[src/design/fri_pkg.sv]
// Constants, register map and encodings of the flash read interface
package fri_pkg;

  // Register byte offsets on the APB slave
  localparam logic [7:0] REG_READ_CTRL = 8'h00;
  localparam logic [7:0] REG_SM_WEN    = 8'h04;
  localparam logic [7:0] REG_DBANK_CFG = 8'h08;
  localparam logic [7:0] REG_BANK_PWR  = 8'h0C;
  localparam logic [7:0] REG_PUMP_PWR1 = 8'h10;
  localparam logic [7:0] REG_PUMP_PWR2 = 8'h14;
  localparam logic [7:0] REG_STATUS    = 8'h18;
  localparam logic [7:0] REG_CFG_LO    = 8'h1C;
  localparam logic [7:0] REG_CFG_HI    = 8'h20;

  // Field positions
  localparam int PIPE_BIT      = 0;
  localparam int AWS_LSB       = 8;
  localparam int DWS_LSB       = 16;
  localparam int SMWEN_BIT     = 0;
  localparam int IDLE_LSB      = 16;
  localparam int STAT_PUMP_LSB = 16;
  localparam int STAT_CFG_BIT  = 20;
  localparam int STAT_DED_BIT  = 21;

  // Clock and zero-wait threshold
  localparam int CLK_MHZ       = 50;
  localparam int CLK_PERIOD_NS = 20;
  localparam int ZERO_WAIT_MHZ = 45;

  // Values after reset: safe wait states above the zero-wait threshold
  localparam logic       RST_PIPE = 1'b0;
  localparam logic [1:0] RST_AWS  = (CLK_MHZ > ZERO_WAIT_MHZ) ? 2'h1 : 2'h0;
  localparam logic [3:0] RST_DWS  = (CLK_MHZ > ZERO_WAIT_MHZ) ? 4'h3 : 4'h0;
  localparam logic [4:0] RST_CNT  = {3'h0, RST_AWS} + {1'h0, RST_DWS};

  // Power mode encoding
  localparam logic [1:0] PWR_ACTIVE  = 2'h0;
  localparam logic [1:0] PWR_STANDBY = 2'h1;
  localparam logic [1:0] PWR_SLEEP   = 2'h2;

  // Wake-up time of a bank or the pump
  localparam int         WAKE_TIME_NS = 100;
  localparam logic [3:0] WAKE_CYCLES  =
    4'((WAKE_TIME_NS + CLK_PERIOD_NS - 1) / CLK_PERIOD_NS);

  // Address map
  localparam int          NUM_BANKS     = 8;
  localparam int          BANK_LSB      = 21;
  localparam logic [2:0]  DATA_BANK     = 3'h7;
  localparam logic [3:0]  OTP_REGION    = 4'hF;
  localparam logic [31:0] OTP_CFG_ADDR  = 32'hF008_0140;
  localparam logic [31:0] SEC_TEST_ADDR = 32'hF008_03F0;
  localparam logic [31:0] DED_TEST_ADDR = 32'hF008_03F8;

endpackage : fri_pkg

[src/design/fri_secded.sv]
// Single-error-correct, double-error-detect decoder for one 64-bit word
`timescale 1ns/100ps
`default_nettype none
module fri_secded
  import fri_pkg::*;
(
  // Stored word
  input  wire logic [63:0] data,
  input  wire logic [7:0]  check,
  // Result
  output logic      [63:0] fixed,
  output logic             sec,
  output logic             ded
);

  logic [71:0] cw;
  logic [6:0]  syn;
  logic        par;

  // Hamming positions 1..71, check bits at powers of two, bit 7 overall parity
  always_comb begin
    int j;
    int k;
    j     = 0;
    k     = 0;
    cw    = '0;
    syn   = '0;
    fixed = '0;
    for (int p = 1; p < 72; p++) begin
      if ((p & (p - 1)) == 0) begin
        cw[p] = check[k];
        k++;
      end else begin
        cw[p] = data[j];
        j++;
      end
    end
    for (int p = 1; p < 72; p++) begin
      if (cw[p]) syn = syn ^ 7'(p);
    end
    par = (^cw) ^ check[7];
    sec = par;
    ded = !par && (syn != 7'h00);
    // Odd parity means one flipped bit; syndrome points at it
    if (par) cw[syn] = !cw[syn];
    j = 0;
    for (int p = 1; p < 72; p++) begin
      if ((p & (p - 1)) != 0) begin
        fixed[j] = cw[p];
        j++;
      end
    end
  end

endmodule : fri_secded
`default_nettype wire

[src/design/fri_pwr_unit.sv]
// Power mode sequencer of one flash bank or of the charge pump
`timescale 1ns/100ps
`default_nettype none
module fri_pwr_unit
  import fri_pkg::*;
(
  // Clock and reset
  input  wire logic        core_clk,
  input  wire logic        rst,
  input  wire logic        ce,
  // Activity and settings
  input  wire logic        touch,
  input  wire logic        wake,
  input  wire logic [1:0]  fallback,
  input  wire logic [15:0] idle_limit,
  // Current mode
  output logic      [1:0]  mode
);

  typedef struct packed {
    logic [1:0]  mode;
    logic [15:0] icnt;
    logic [3:0]  wcnt;
  } fri_pwr_type;

  fri_pwr_type s;
  fri_pwr_type next_s;

  // Idle timer drops to fallback; wake timer restores active
  always_comb begin
    next_s = s;
    if (s.mode != PWR_ACTIVE) begin
      if (wake) begin
        next_s.wcnt = s.wcnt + 4'h1;
        if (s.wcnt == WAKE_CYCLES - 4'h1) begin
          next_s.mode = PWR_ACTIVE;
          next_s.wcnt = '0;
          next_s.icnt = '0;
        end
      end else begin
        next_s.wcnt = '0;
      end
    end else if (touch || wake) begin
      next_s.icnt = '0;
    end else if (idle_limit != 16'h0000 && fallback != PWR_ACTIVE) begin
      // Zero limit keeps the unit active for good
      next_s.icnt = s.icnt + 16'h0001;
      if (s.icnt == idle_limit - 16'h0001) begin
        next_s.mode = fallback;
        next_s.icnt = '0;
      end
    end
  end

  // All units start active
  always_ff @(posedge core_clk or posedge rst) begin
    if (rst) begin
      s      <= '0;
      s.mode <= PWR_ACTIVE;
    end else if (ce) begin
      s <= next_s;
    end
  end

  assign mode = s.mode;

endmodule : fri_pwr_unit
`default_nettype wire

[src/design/fri_flash_read_if.sv]
// Flash read interface: wait states, line buffer, power sequencing, reset vector
//
// Our own choices: register access over APB and the address map.
`timescale 1ns/100ps
`default_nettype none
// What this block does
// - With zero programmed wait states a read completes without wait cycles.
// - Above 45 MHz each buffer miss inserts programmed address and data wait states.
// - Pipeline mode fetches 128-bit lines; buffer hits answer with no wait.
// - Buffered or fetched data serves 32-bit or 64-bit reads.
// - One read-control register holds wait counts and the pipeline enable.
// - Data bank 7 uses its own access configuration register.
// - Data-bank configuration writes are ignored unless the write enable is set.
// - Active, standby (banks only) and sleep modes gate amplifiers, reference, pump.
// - After reset all banks and the pump are active.
// - Idle timers drop each bank and the pump to its fallback mode.
// - A buffer miss to a non-active bank wakes that bank and the pump first.
// - Program and erase are granted only on active banks.
// - Bank power by bank register; pump power by two pump registers.
// - At reset the 64-bit vector at the OTP address is read and SECDED checked.
// - Double error in the vector raises group3 and pulls the fault pin low.
// - Single error in the vector is corrected silently.
// - Reads of the two test words report single and double errors.
module fri_flash_read_if
  import fri_pkg::*;
(
  // Clock, reset, enable
  input  wire logic                       core_clk,
  input  wire logic                       rst,
  input  wire logic                       ce,
  // APB slave
  input  wire logic                       psel,
  input  wire logic                       penable,
  input  wire logic                       pwrite,
  input  wire logic [7:0]                 paddr,
  input  wire logic [31:0]                pwdata,
  output logic      [31:0]                prdata,
  output logic                            pready,
  output logic                            pslverr,
  // Master read port
  input  wire logic                       rd_req,
  input  wire logic [31:0]                rd_addr,
  input  wire logic                       rd_wide,
  output logic                            rd_ready,
  output logic                            rd_valid,
  output logic      [63:0]                rd_data,
  output logic                            rd_sec,
  output logic                            rd_ded,
  // Program and erase admission
  input  wire logic                       pe_req,
  input  wire logic [2:0]                 pe_bank,
  output logic                            pe_grant,
  output logic                            pe_refuse,
  // Flash array
  output logic                            array_read,
  output logic      [31:0]                array_addr,
  input  wire logic [127:0]               array_data,
  input  wire logic [15:0]                array_check,
  // Bank and pump power controls
  output logic      [NUM_BANKS-1:0]       bank_amp_en,
  output logic      [NUM_BANKS-1:0]       bank_ref_en,
  output logic                            pump_on,
  // Fault signalling
  output logic                            fault_collector_group3,
  output logic                            fault_output_low
);

  typedef enum logic [1:0] {S_IDLE, S_WAKE, S_FETCH} fri_st_type;

  typedef struct packed {
    fri_st_type    st;
    logic          cfg_phase;
    logic [31:0]   addr;
    logic          wide;
    logic [2:0]    bank;
    logic [4:0]    cnt;
    logic [127:0]  line;
    logic [15:0]   line_chk;
    logic [27:0]   tag;
    logic          buf_valid;
    logic          pipe_en;
    logic [1:0]    aws;
    logic [3:0]    dws;
    logic          sm_wen;
    logic [1:0]    d7_aws;
    logic [3:0]    d7_dws;
    logic [15:0]   bank_fb;
    logic [15:0]   bank_idle;
    logic [1:0]    pump_fb;
    logic [15:0]   pump_idle;
    logic [63:0]   cfg_vec;
    logic          ded_flag;
    logic          rd_valid;
    logic [63:0]   rd_data;
    logic          rd_sec;
    logic          rd_ded;
    logic [31:0]   prdata;
    logic          pslverr;
    logic          pe_grant;
    logic          pe_refuse;
  } fri_state_type;

  fri_state_type                  s;
  fri_state_type                  next_s;
  logic [NUM_BANKS-1:0][1:0]      bank_mode;
  logic [1:0]                     pump_mode;
  logic [1:0]                     pump_fb_eff;
  logic                           accept;
  logic                           hit;
  logic                           capture;
  logic                           waking;
  logic [2:0]                     req_bank;
  logic [63:0]                    dec_data;
  logic [7:0]                     dec_chk;
  logic [63:0]                    dec_fixed;
  logic                           dec_sec;
  logic                           dec_ded;
  logic [31:0]                    rd_mux;
  logic                           mapped;

  // OTP region belongs to bank 0, else bank number from address bits
  assign req_bank = (rd_addr[31:28] == OTP_REGION) ? 3'h0 : rd_addr[BANK_LSB+:3];
  assign rd_ready = ce && (s.st == S_IDLE);
  assign accept   = rd_req && rd_ready;
  assign hit      = s.pipe_en && s.buf_valid && (s.tag == rd_addr[31:4]);
  assign capture  = (s.st == S_FETCH) && (s.cnt == 5'h00);
  assign waking   = (s.st == S_WAKE) || (s.st == S_FETCH);

  // Decoder looks at the buffer on a hit, at the array while fetching
  always_comb begin
    if (s.st == S_IDLE) begin
      dec_data = rd_addr[3] ? s.line[127:64] : s.line[63:0];
      dec_chk  = rd_addr[3] ? s.line_chk[15:8] : s.line_chk[7:0];
    end else begin
      dec_data = s.addr[3] ? array_data[127:64] : array_data[63:0];
      dec_chk  = s.addr[3] ? array_check[15:8] : array_check[7:0];
    end
  end

  fri_secded u_secded (
    .data  (dec_data),
    .check (dec_chk),
    .fixed (dec_fixed),
    .sec   (dec_sec),
    .ded   (dec_ded)
  );

  // Pump has no standby, so a standby fallback sleeps it
  assign pump_fb_eff = (s.pump_fb == PWR_STANDBY) ? PWR_SLEEP : s.pump_fb;

  // One sequencer per bank
  for (genvar b = 0; b < NUM_BANKS; b++) begin : g_bank
    fri_pwr_unit u_bank (
      .core_clk   (core_clk),
      .rst        (rst),
      .ce         (ce),
      .touch      (accept && req_bank == 3'(b)),
      .wake       (waking && s.bank == 3'(b)),
      .fallback   (s.bank_fb[2*b+:2]),
      .idle_limit (s.bank_idle),
      .mode       (bank_mode[b])
    );
    assign bank_amp_en[b] = (bank_mode[b] == PWR_ACTIVE);
    assign bank_ref_en[b] = (bank_mode[b] != PWR_SLEEP);
  end

  fri_pwr_unit u_pump (
    .core_clk   (core_clk),
    .rst        (rst),
    .ce         (ce),
    .touch      (accept),
    .wake       (waking),
    .fallback   (pump_fb_eff),
    .idle_limit (s.pump_idle),
    .mode       (pump_mode)
  );
  assign pump_on = (pump_mode == PWR_ACTIVE);

  // Register read mux and address decode
  always_comb begin
    mapped = 1'b1;
    case (paddr)
      REG_READ_CTRL: rd_mux = {12'h000, s.dws, 6'h00, s.aws, 7'h00, s.pipe_en};
      REG_SM_WEN:    rd_mux = {31'h0, s.sm_wen};
      REG_DBANK_CFG: rd_mux = {12'h000, s.d7_dws, 6'h00, s.d7_aws, 8'h00};
      REG_BANK_PWR:  rd_mux = {s.bank_idle, s.bank_fb};
      REG_PUMP_PWR1: rd_mux = {30'h0, s.pump_fb};
      REG_PUMP_PWR2: rd_mux = {16'h0000, s.pump_idle};
      REG_STATUS:    rd_mux = {10'h000, s.ded_flag, !s.cfg_phase, 2'h0, pump_mode, bank_mode};
      REG_CFG_LO:    rd_mux = s.cfg_vec[31:0];
      REG_CFG_HI:    rd_mux = s.cfg_vec[63:32];
      default: begin
        rd_mux = 32'h0000_0000;
        mapped = 1'b0;
      end
    endcase
  end

  // Next state of registers, read sequencer and responses
  always_comb begin
    next_s           = s;
    next_s.rd_valid  = 1'b0;
    next_s.pe_grant  = 1'b0;
    next_s.pe_refuse = 1'b0;
    // Read data and error are settled in the setup phase
    if (psel && !penable) begin
      next_s.prdata  = rd_mux;
      next_s.pslverr = !mapped;
    end
    if (psel && penable && pwrite) begin
      case (paddr)
        REG_READ_CTRL: begin
          next_s.pipe_en = pwdata[PIPE_BIT];
          next_s.aws     = pwdata[AWS_LSB+:2];
          next_s.dws     = pwdata[DWS_LSB+:4];
        end
        REG_SM_WEN: next_s.sm_wen = pwdata[SMWEN_BIT];
        REG_DBANK_CFG: begin
          if (s.sm_wen) begin
            next_s.d7_aws = pwdata[AWS_LSB+:2];
            next_s.d7_dws = pwdata[DWS_LSB+:4];
          end
        end
        REG_BANK_PWR: begin
          next_s.bank_fb   = pwdata[15:0];
          next_s.bank_idle = pwdata[IDLE_LSB+:16];
        end
        REG_PUMP_PWR1: next_s.pump_fb   = pwdata[1:0];
        REG_PUMP_PWR2: next_s.pump_idle = pwdata[15:0];
        default: ;
      endcase
    end
    // Program and erase only on an active bank
    if (pe_req) begin
      if (bank_mode[pe_bank] == PWR_ACTIVE) next_s.pe_grant = 1'b1;
      else next_s.pe_refuse = 1'b1;
    end
    case (s.st)
      S_IDLE: begin
        if (rd_req) begin
          next_s.addr = rd_addr;
          next_s.wide = rd_wide;
          next_s.bank = req_bank;
          if (hit) begin
            next_s.rd_valid = 1'b1;
            next_s.rd_sec   = dec_sec;
            next_s.rd_ded   = dec_ded;
            next_s.rd_data  = rd_wide ? dec_fixed :
              {32'h0, rd_addr[2] ? dec_fixed[63:32] : dec_fixed[31:0]};
          end else begin
            // Wait count is frozen here, so later writes hit the next access
            next_s.st  = S_WAKE;
            next_s.cnt = (req_bank == DATA_BANK) ?
              {3'h0, s.d7_aws} + {1'h0, s.d7_dws} :
              {3'h0, s.aws} + {1'h0, s.dws};
          end
        end
      end
      S_WAKE: begin
        if (bank_mode[s.bank] == PWR_ACTIVE && pump_mode == PWR_ACTIVE) begin
          next_s.st = S_FETCH;
        end
      end
      S_FETCH: begin
        if (s.cnt != 5'h00) begin
          next_s.cnt = s.cnt - 5'h01;
        end else if (s.cfg_phase) begin
          next_s.cfg_vec   = dec_fixed;
          next_s.ded_flag  = dec_ded;
          next_s.cfg_phase = 1'b0;
          next_s.st        = S_IDLE;
        end else begin
          next_s.line      = array_data;
          next_s.line_chk  = array_check;
          next_s.tag       = s.addr[31:4];
          next_s.buf_valid = s.pipe_en;
          next_s.rd_valid  = 1'b1;
          next_s.rd_sec    = dec_sec;
          next_s.rd_ded    = dec_ded;
          next_s.rd_data   = s.wide ? dec_fixed :
            {32'h0, s.addr[2] ? dec_fixed[63:32] : dec_fixed[31:0]};
          next_s.st        = S_IDLE;
        end
      end
      default: next_s.st = S_IDLE;
    endcase
  end

  // State register; reset starts the vector fetch at once
  always_ff @(posedge core_clk or posedge rst) begin
    if (rst) begin
      s           <= '0;
      s.st        <= S_FETCH;
      s.cfg_phase <= 1'b1;
      s.addr      <= OTP_CFG_ADDR;
      s.cnt       <= RST_CNT;
      s.pipe_en   <= RST_PIPE;
      s.aws       <= RST_AWS;
      s.dws       <= RST_DWS;
      s.d7_aws    <= RST_AWS;
      s.d7_dws    <= RST_DWS;
    end else if (ce) begin
      s <= next_s;
    end
  end

  // Outputs
  assign pready                 = 1'b1;
  assign prdata                 = s.prdata;
  assign pslverr                = s.pslverr;
  assign rd_valid               = s.rd_valid;
  assign rd_data                = s.rd_data;
  assign rd_sec                 = s.rd_sec;
  assign rd_ded                 = s.rd_ded;
  assign pe_grant               = s.pe_grant;
  assign pe_refuse              = s.pe_refuse;
  assign array_read             = (s.st == S_FETCH);
  assign array_addr             = {s.addr[31:4], 4'h0};
  assign fault_collector_group3 = s.ded_flag;
  assign fault_output_low       = !s.ded_flag;
endmodule : fri_flash_read_if
`default_nettype wire

[config.mk]
export PLATFORM = sky130hd
export DESIGN_NAME = fri_flash_read_if
export DESIGN_NICKNAME = d
export VERILOG_FILES = /design/src/design/fri_pkg.sv /design/src/design/fri_secded.sv /design/src/design/fri_pwr_unit.sv /design/src/design/fri_flash_read_if.sv
export SDC_FILE = /design/constraint.sdc
export NUM_CORES = 2
export LEC_CHECK = 0
export ABC_AREA = 1
export BUFFER_PORTS_ARGS = -buffer_cell sky130_fd_sc_hd__buf_4
export CAP_MARGIN = 15
export CORE_UTILIZATION = 50
export CTS_BUF_LIST = sky130_fd_sc_hd__clkbuf_16
export DETAILED_ROUTE_END_ITERATION = 7
export PLACE_DENSITY = 0.74
export SLEW_MARGIN = 30
export SYNTH_ARGS = -nofsm -noshare
export SYNTH_HDL_FRONTEND = slang
export SYNTH_SLANG_ARGS = --single-unit
[constraint.sdc]
create_clock -name core_clk -period 30.1 [get_ports core_clk]
set_clock_uncertainty 0.2 [all_clocks]
set_input_delay 0 -clock core_clk [delete_from_list [all_inputs] [get_ports core_clk]]
set_output_delay 0 -clock core_clk [all_outputs]
set_load 0.01 [all_outputs]
==> reports/summary.log <==
INFO  sta            transition_at_the_pin_with_the_smallest_max_transition_slack=1.01ns
INFO  cells_and_area commonest_cells_after_routing_fill_and_taps_aside=sky130_fd_sc_hd__nand2_1 (1652), sky130_fd_sc_hd__inv_1 (657), sky130_fd_sc_hd__dfrtp_1 (627)
INFO  synthesis      yosys_warnings=0
INFO  synthesis      synth_top_flop_cell=sky130_fd_sc_hd__dfrtp_1
INFO  worst_setup_path timing.critical_path.from_type=flip-flop
INFO  global_routing grt-ovfl-total=0
INFO  worst_setup_path critical_r2r_launch=s[446]
INFO  global_routing first_global_vias=42668
INFO  detailed_routing first_iter_violations=5053
INFO  floorplan      die_height=292um
INFO  worst_setup_path critical_path_peak_fanout=71
INFO  clocking       worst_setup_hold_path_clk_slew=0.06ns
INFO  cells_and_area mostFrequentLayoutCell=sky130_fd_sc_hd__nand2_1
INFO  worst_setup_path cp-end-kind=flip-flop
INFO  worst_setup_path required=30.45ns
INFO  worst_setup_path cp_slowest_stage_delay=0.71ns
INFO  cells_and_area final-seq-area=0.0161sqmm
INFO  sta            layout_min_cycle_time=8.32ns
INFO  placement      gp_congestion=0.974
INFO  synthesis      post_synth.cell_area_avg=7.16squm
INFO  sta            fin_crit_share=27.6%
INFO  min_path       hold_path_class=in2reg
INFO  floorplan      io_pins=384
INFO  detailed_routing detail_route.first_pass.iterations=8
INFO  global_routing grt_pass1_wl=245mm
INFO  worst_setup_path critPathSlowestCell=sky130_fd_sc_hd__clkinv_1
INFO  cells_and_area layout-area-overhead-vs-synth=22.9%
INFO  clocking       numCtsBuffers=77
INFO  clocking       cts_tree=built
INFO  sta            report.final.hold_viol_count=0
INFO  synthesis      mappedNetlistArea=0.0421sqmm
INFO  status         run_status=finished, violations left
INFO  worst_setup_path cp_common_cell=sky130_fd_sc_hd__nand2_1
INFO  clocking       cts_root_buf=sky130_fd_sc_hd__clkbuf_16
INFO  synthesis      synth_cell_types=61
INFO  placement      port_buffers=376
INFO  sta            setup_tns=0ns
INFO  detailed_routing drt_wl_total=161mm
INFO  clocking       post_cts_buffers=0
INFO  detailed_routing ant_nets=0
INFO  cells_and_area multi_input_comb_area=0.0215sqmm
INFO  clocking       clkSinkCount=644
INFO  min_path       worstHoldEndpoint=s[277]
INFO  synthesis      yosys_register_bits=644
INFO  worst_setup_path r2r_cells=30
INFO  global_routing grt_start_max_net_pins=137
INFO  floorplan      standard_cell_rows=106
INFO  min_path       hold-path-cell-count=4
INFO  sta            max_clock_freq=120MHz
INFO  floorplan      die-area=0.0854sqmm
INFO  sta            finalSetupViolCount=0
INFO  worst_setup_path r2r_end=rd_data[33]
INFO  synthesis      number_of_enable_flip_flop_cells_after_synthesis=0
INFO  status         failed_checks=DRC
INFO  synthesis      top_cell_type_s_share_of_synthesized_area=37.3%
INFO  worst_setup_path setup.reg_to_reg.worst_slack=21.78ns
INFO  sta            relSlewSlack=32.4%
INFO  worst_setup_path worst_ep_arrival=8.67ns
INFO  detailed_routing route.vias.total=44593
INFO  clocking       cts_buffer_depth=3
INFO  synthesis      synth_top_area_cell=sky130_fd_sc_hd__dfrtp_1
INFO  synthesis      synth.top_cells.by_area=sky130_fd_sc_hd__dfrtp_1 (37%), sky130_fd_sc_hd__nand2_1 (15%), sky130_fd_sc_hd__nand3_1 (7.2%)
INFO  cells_and_area fin_nets=6746
INFO  detailed_routing route.detailed.drc=4
INFO  synthesis      yosysSeqAreaShare=38.3%
INFO  clocking       cts.htree.levels=3
INFO  floorplan      fp.dieW=292um
INFO  synthesis      ys_async_sr_fraction=100%
INFO  min_path       hold_path.startpoint=array_data[1]
INFO  floorplan      core_region_area=0.0834sqmm
INFO  detailed_routing routed_via_density=5.84
INFO  sta            report.final.slew_viol_count=0
INFO  floorplan      initial_core_util=50.5%
INFO  worst_setup_path worst-setup-path-type=reg2reg
INFO  run            cap_violations=0
INFO  sta            grt_setup_unrepaired=false
INFO  clocking       clock_insertion_delay_at_the_later_pin_of_the_skew_report=0.65ns
INFO  synthesis      syn-instance-count=5882
INFO  global_routing global_route_total_usage_across_every_layer=37.2%
INFO  placement      dp_hpwl=106mm
INFO  cells_and_area final.fill_count=7074
INFO  cells_and_area drive_gt1_share=12.3%
INFO  global_routing antenna_violations_before_repair=20
INFO  detailed_routing routed_wire_length_per_instance=21.1um
cell type report:
type | instances | share of cell area (%)
Sequential cell | 644 | 31.2
Tap cell | 1080 | 2.61
Multi-Input combinational cell | 4219 | 41.6
Antenna cell | 20 | 0.0967
Clock inverter | 60 | 0.975
Inverter | 672 | 4.89
Timing Repair Buffer | 863 | 14.7
Clock buffer | 81 | 3.92
how the worst max path moves through the flow:
stage | start | to | slack (ns) | depth (start not counted)
final | s[446] | rd_data[33] | 21.78 | 30
after detailed placement | s[446] | rd_data[33] | 22.37 | 30
after global routing | s[446] | rd_data[45] | 21.52 | 30
after floorplan | rst | array_addr[10] | 11.88 | 1
after global placement | s[446] | rd_data[33] | 22.44 | 30
after CTS | s[446] | rd_data[33] | 22.34 | 30
registers in the layout, summed over array words and instances, names as in the netlist:
name / cells
prdata: 32
g_bank.u_bank.mode: 16
pe_grant: 1
rd_data: 64
rd_ded: 1
pslverr: 1
fault_collector_group3: 1
array_addr: 28
g_bank.u_bank.s: 160
u_pump.mode: 2
s: 315
rd_sec: 1
u_pump.s: 20
rd_valid: 1
pe_refuse: 1
synth_stat cells (3+ instances only):
master	number
sky130_fd_sc_hd__a211oi_1	6
sky130_fd_sc_hd__a21o_1	3
sky130_fd_sc_hd__a21oi_1	129
sky130_fd_sc_hd__a221oi_1	13
sky130_fd_sc_hd__a22oi_1	7
sky130_fd_sc_hd__a31oi_1	10
sky130_fd_sc_hd__and3_1	4
sky130_fd_sc_hd__buf_1	7
sky130_fd_sc_hd__buf_2	54
sky130_fd_sc_hd__buf_4	140
sky130_fd_sc_hd__buf_6	16
sky130_fd_sc_hd__clkbuf_1	133
sky130_fd_sc_hd__clkinv_1	8
sky130_fd_sc_hd__dfrtp_1	628
sky130_fd_sc_hd__dfstp_2	16
sky130_fd_sc_hd__ha_1	39
sky130_fd_sc_hd__inv_1	649
sky130_fd_sc_hd__inv_2	15
sky130_fd_sc_hd__mux2_2	132
sky130_fd_sc_hd__nand2_1	1654
sky130_fd_sc_hd__nand2_2	8
sky130_fd_sc_hd__nand3_1	609
sky130_fd_sc_hd__nand3b_1	9
sky130_fd_sc_hd__nand4_1	123
sky130_fd_sc_hd__nand4_2	11
sky130_fd_sc_hd__nor2_1	439
sky130_fd_sc_hd__nor2_2	5
sky130_fd_sc_hd__nor3_1	76
sky130_fd_sc_hd__nor3b_1	4
sky130_fd_sc_hd__nor4_1	42
sky130_fd_sc_hd__o2111ai_1	6
sky130_fd_sc_hd__o211ai_1	17
sky130_fd_sc_hd__o21ai_0	419
sky130_fd_sc_hd__o21ai_1	29
sky130_fd_sc_hd__o221ai_1	4
sky130_fd_sc_hd__o22ai_1	86
sky130_fd_sc_hd__o31ai_1	6
sky130_fd_sc_hd__o32ai_1	9
sky130_fd_sc_hd__o41ai_1	5
sky130_fd_sc_hd__or2_2	45
sky130_fd_sc_hd__or4_1	4
sky130_fd_sc_hd__xnor2_1	47
sky130_fd_sc_hd__xnor2_2	4
sky130_fd_sc_hd__xor2_1	190
what timing repair did:
action | 4_1_cts | 5_1_grt
hold buffers | 435 | 0
endpoints found under the hold margin | 451 | 0
resized for setup | 0 | 0
endpoints found under the setup margin | 0 | 0
worst max-delay path, delay by kind of cell, from the launching register on:
family	cells	cell delay, ns
AO/OA/AOI/OAI	1	0.35
flip-flops	1	0.40
AND/OR/NAND/NOR	21	3.92
buffers and inverters	7	2.78
adder cells (fa/ha/maj)	1	0.48
metrics by stage:
stage               util, %  area (sq um)  hold slack (ns)  setup WS, ns  instances
floorplan                 -         42100          -0.0834         11.88       5885
global placement       53.6         44700          -0.0179         22.44       7042
detailed placement     53.7         44800          -0.0174         22.37       7043
CTS                    61.9         51700         0.000650         22.34       7619
global route           62.0         51700           0.0142         21.52       7633
finish                 62.0         51700           0.0104         21.78       7639
cell families (layout without fill, tap and decap cells):
| group | after synthesis | in the layout | share of synthesized area (%) |
|---|---|---|---|
| and+or+nand+nor | 3039 | 3039 | 30.9 |
| buffers and inverters | 1022 | 1676 | 10.8 |
| AOI/OAI and AO/OA | 761 | 761 | 10.0 |
| DFF | 644 | 644 | 38.3 |
| xor gates and xnor gates | 241 | 241 | 5.09 |
| muxes | 132 | 132 | 3.53 |
| adders and majority gates | 41 | 41 | 1.25 |
| other | 2 | 25 | 0.0178 |
layer usage:
metal | wire (um) | vias to the layer above | track usage [%]
met5 | 27 | - | 0
met2 | 73300 | 2521 | 59.5
met4 | 12100 | 4 | 24.5
met1 | 60100 | 21100 | 45.3
li1 | - | 20281 | -
met3 | 15500 | 687 | 8.27
Power is not shown: default switching activity piles up to over one toggle a cycle in this logic, so the estimate is an artifact.
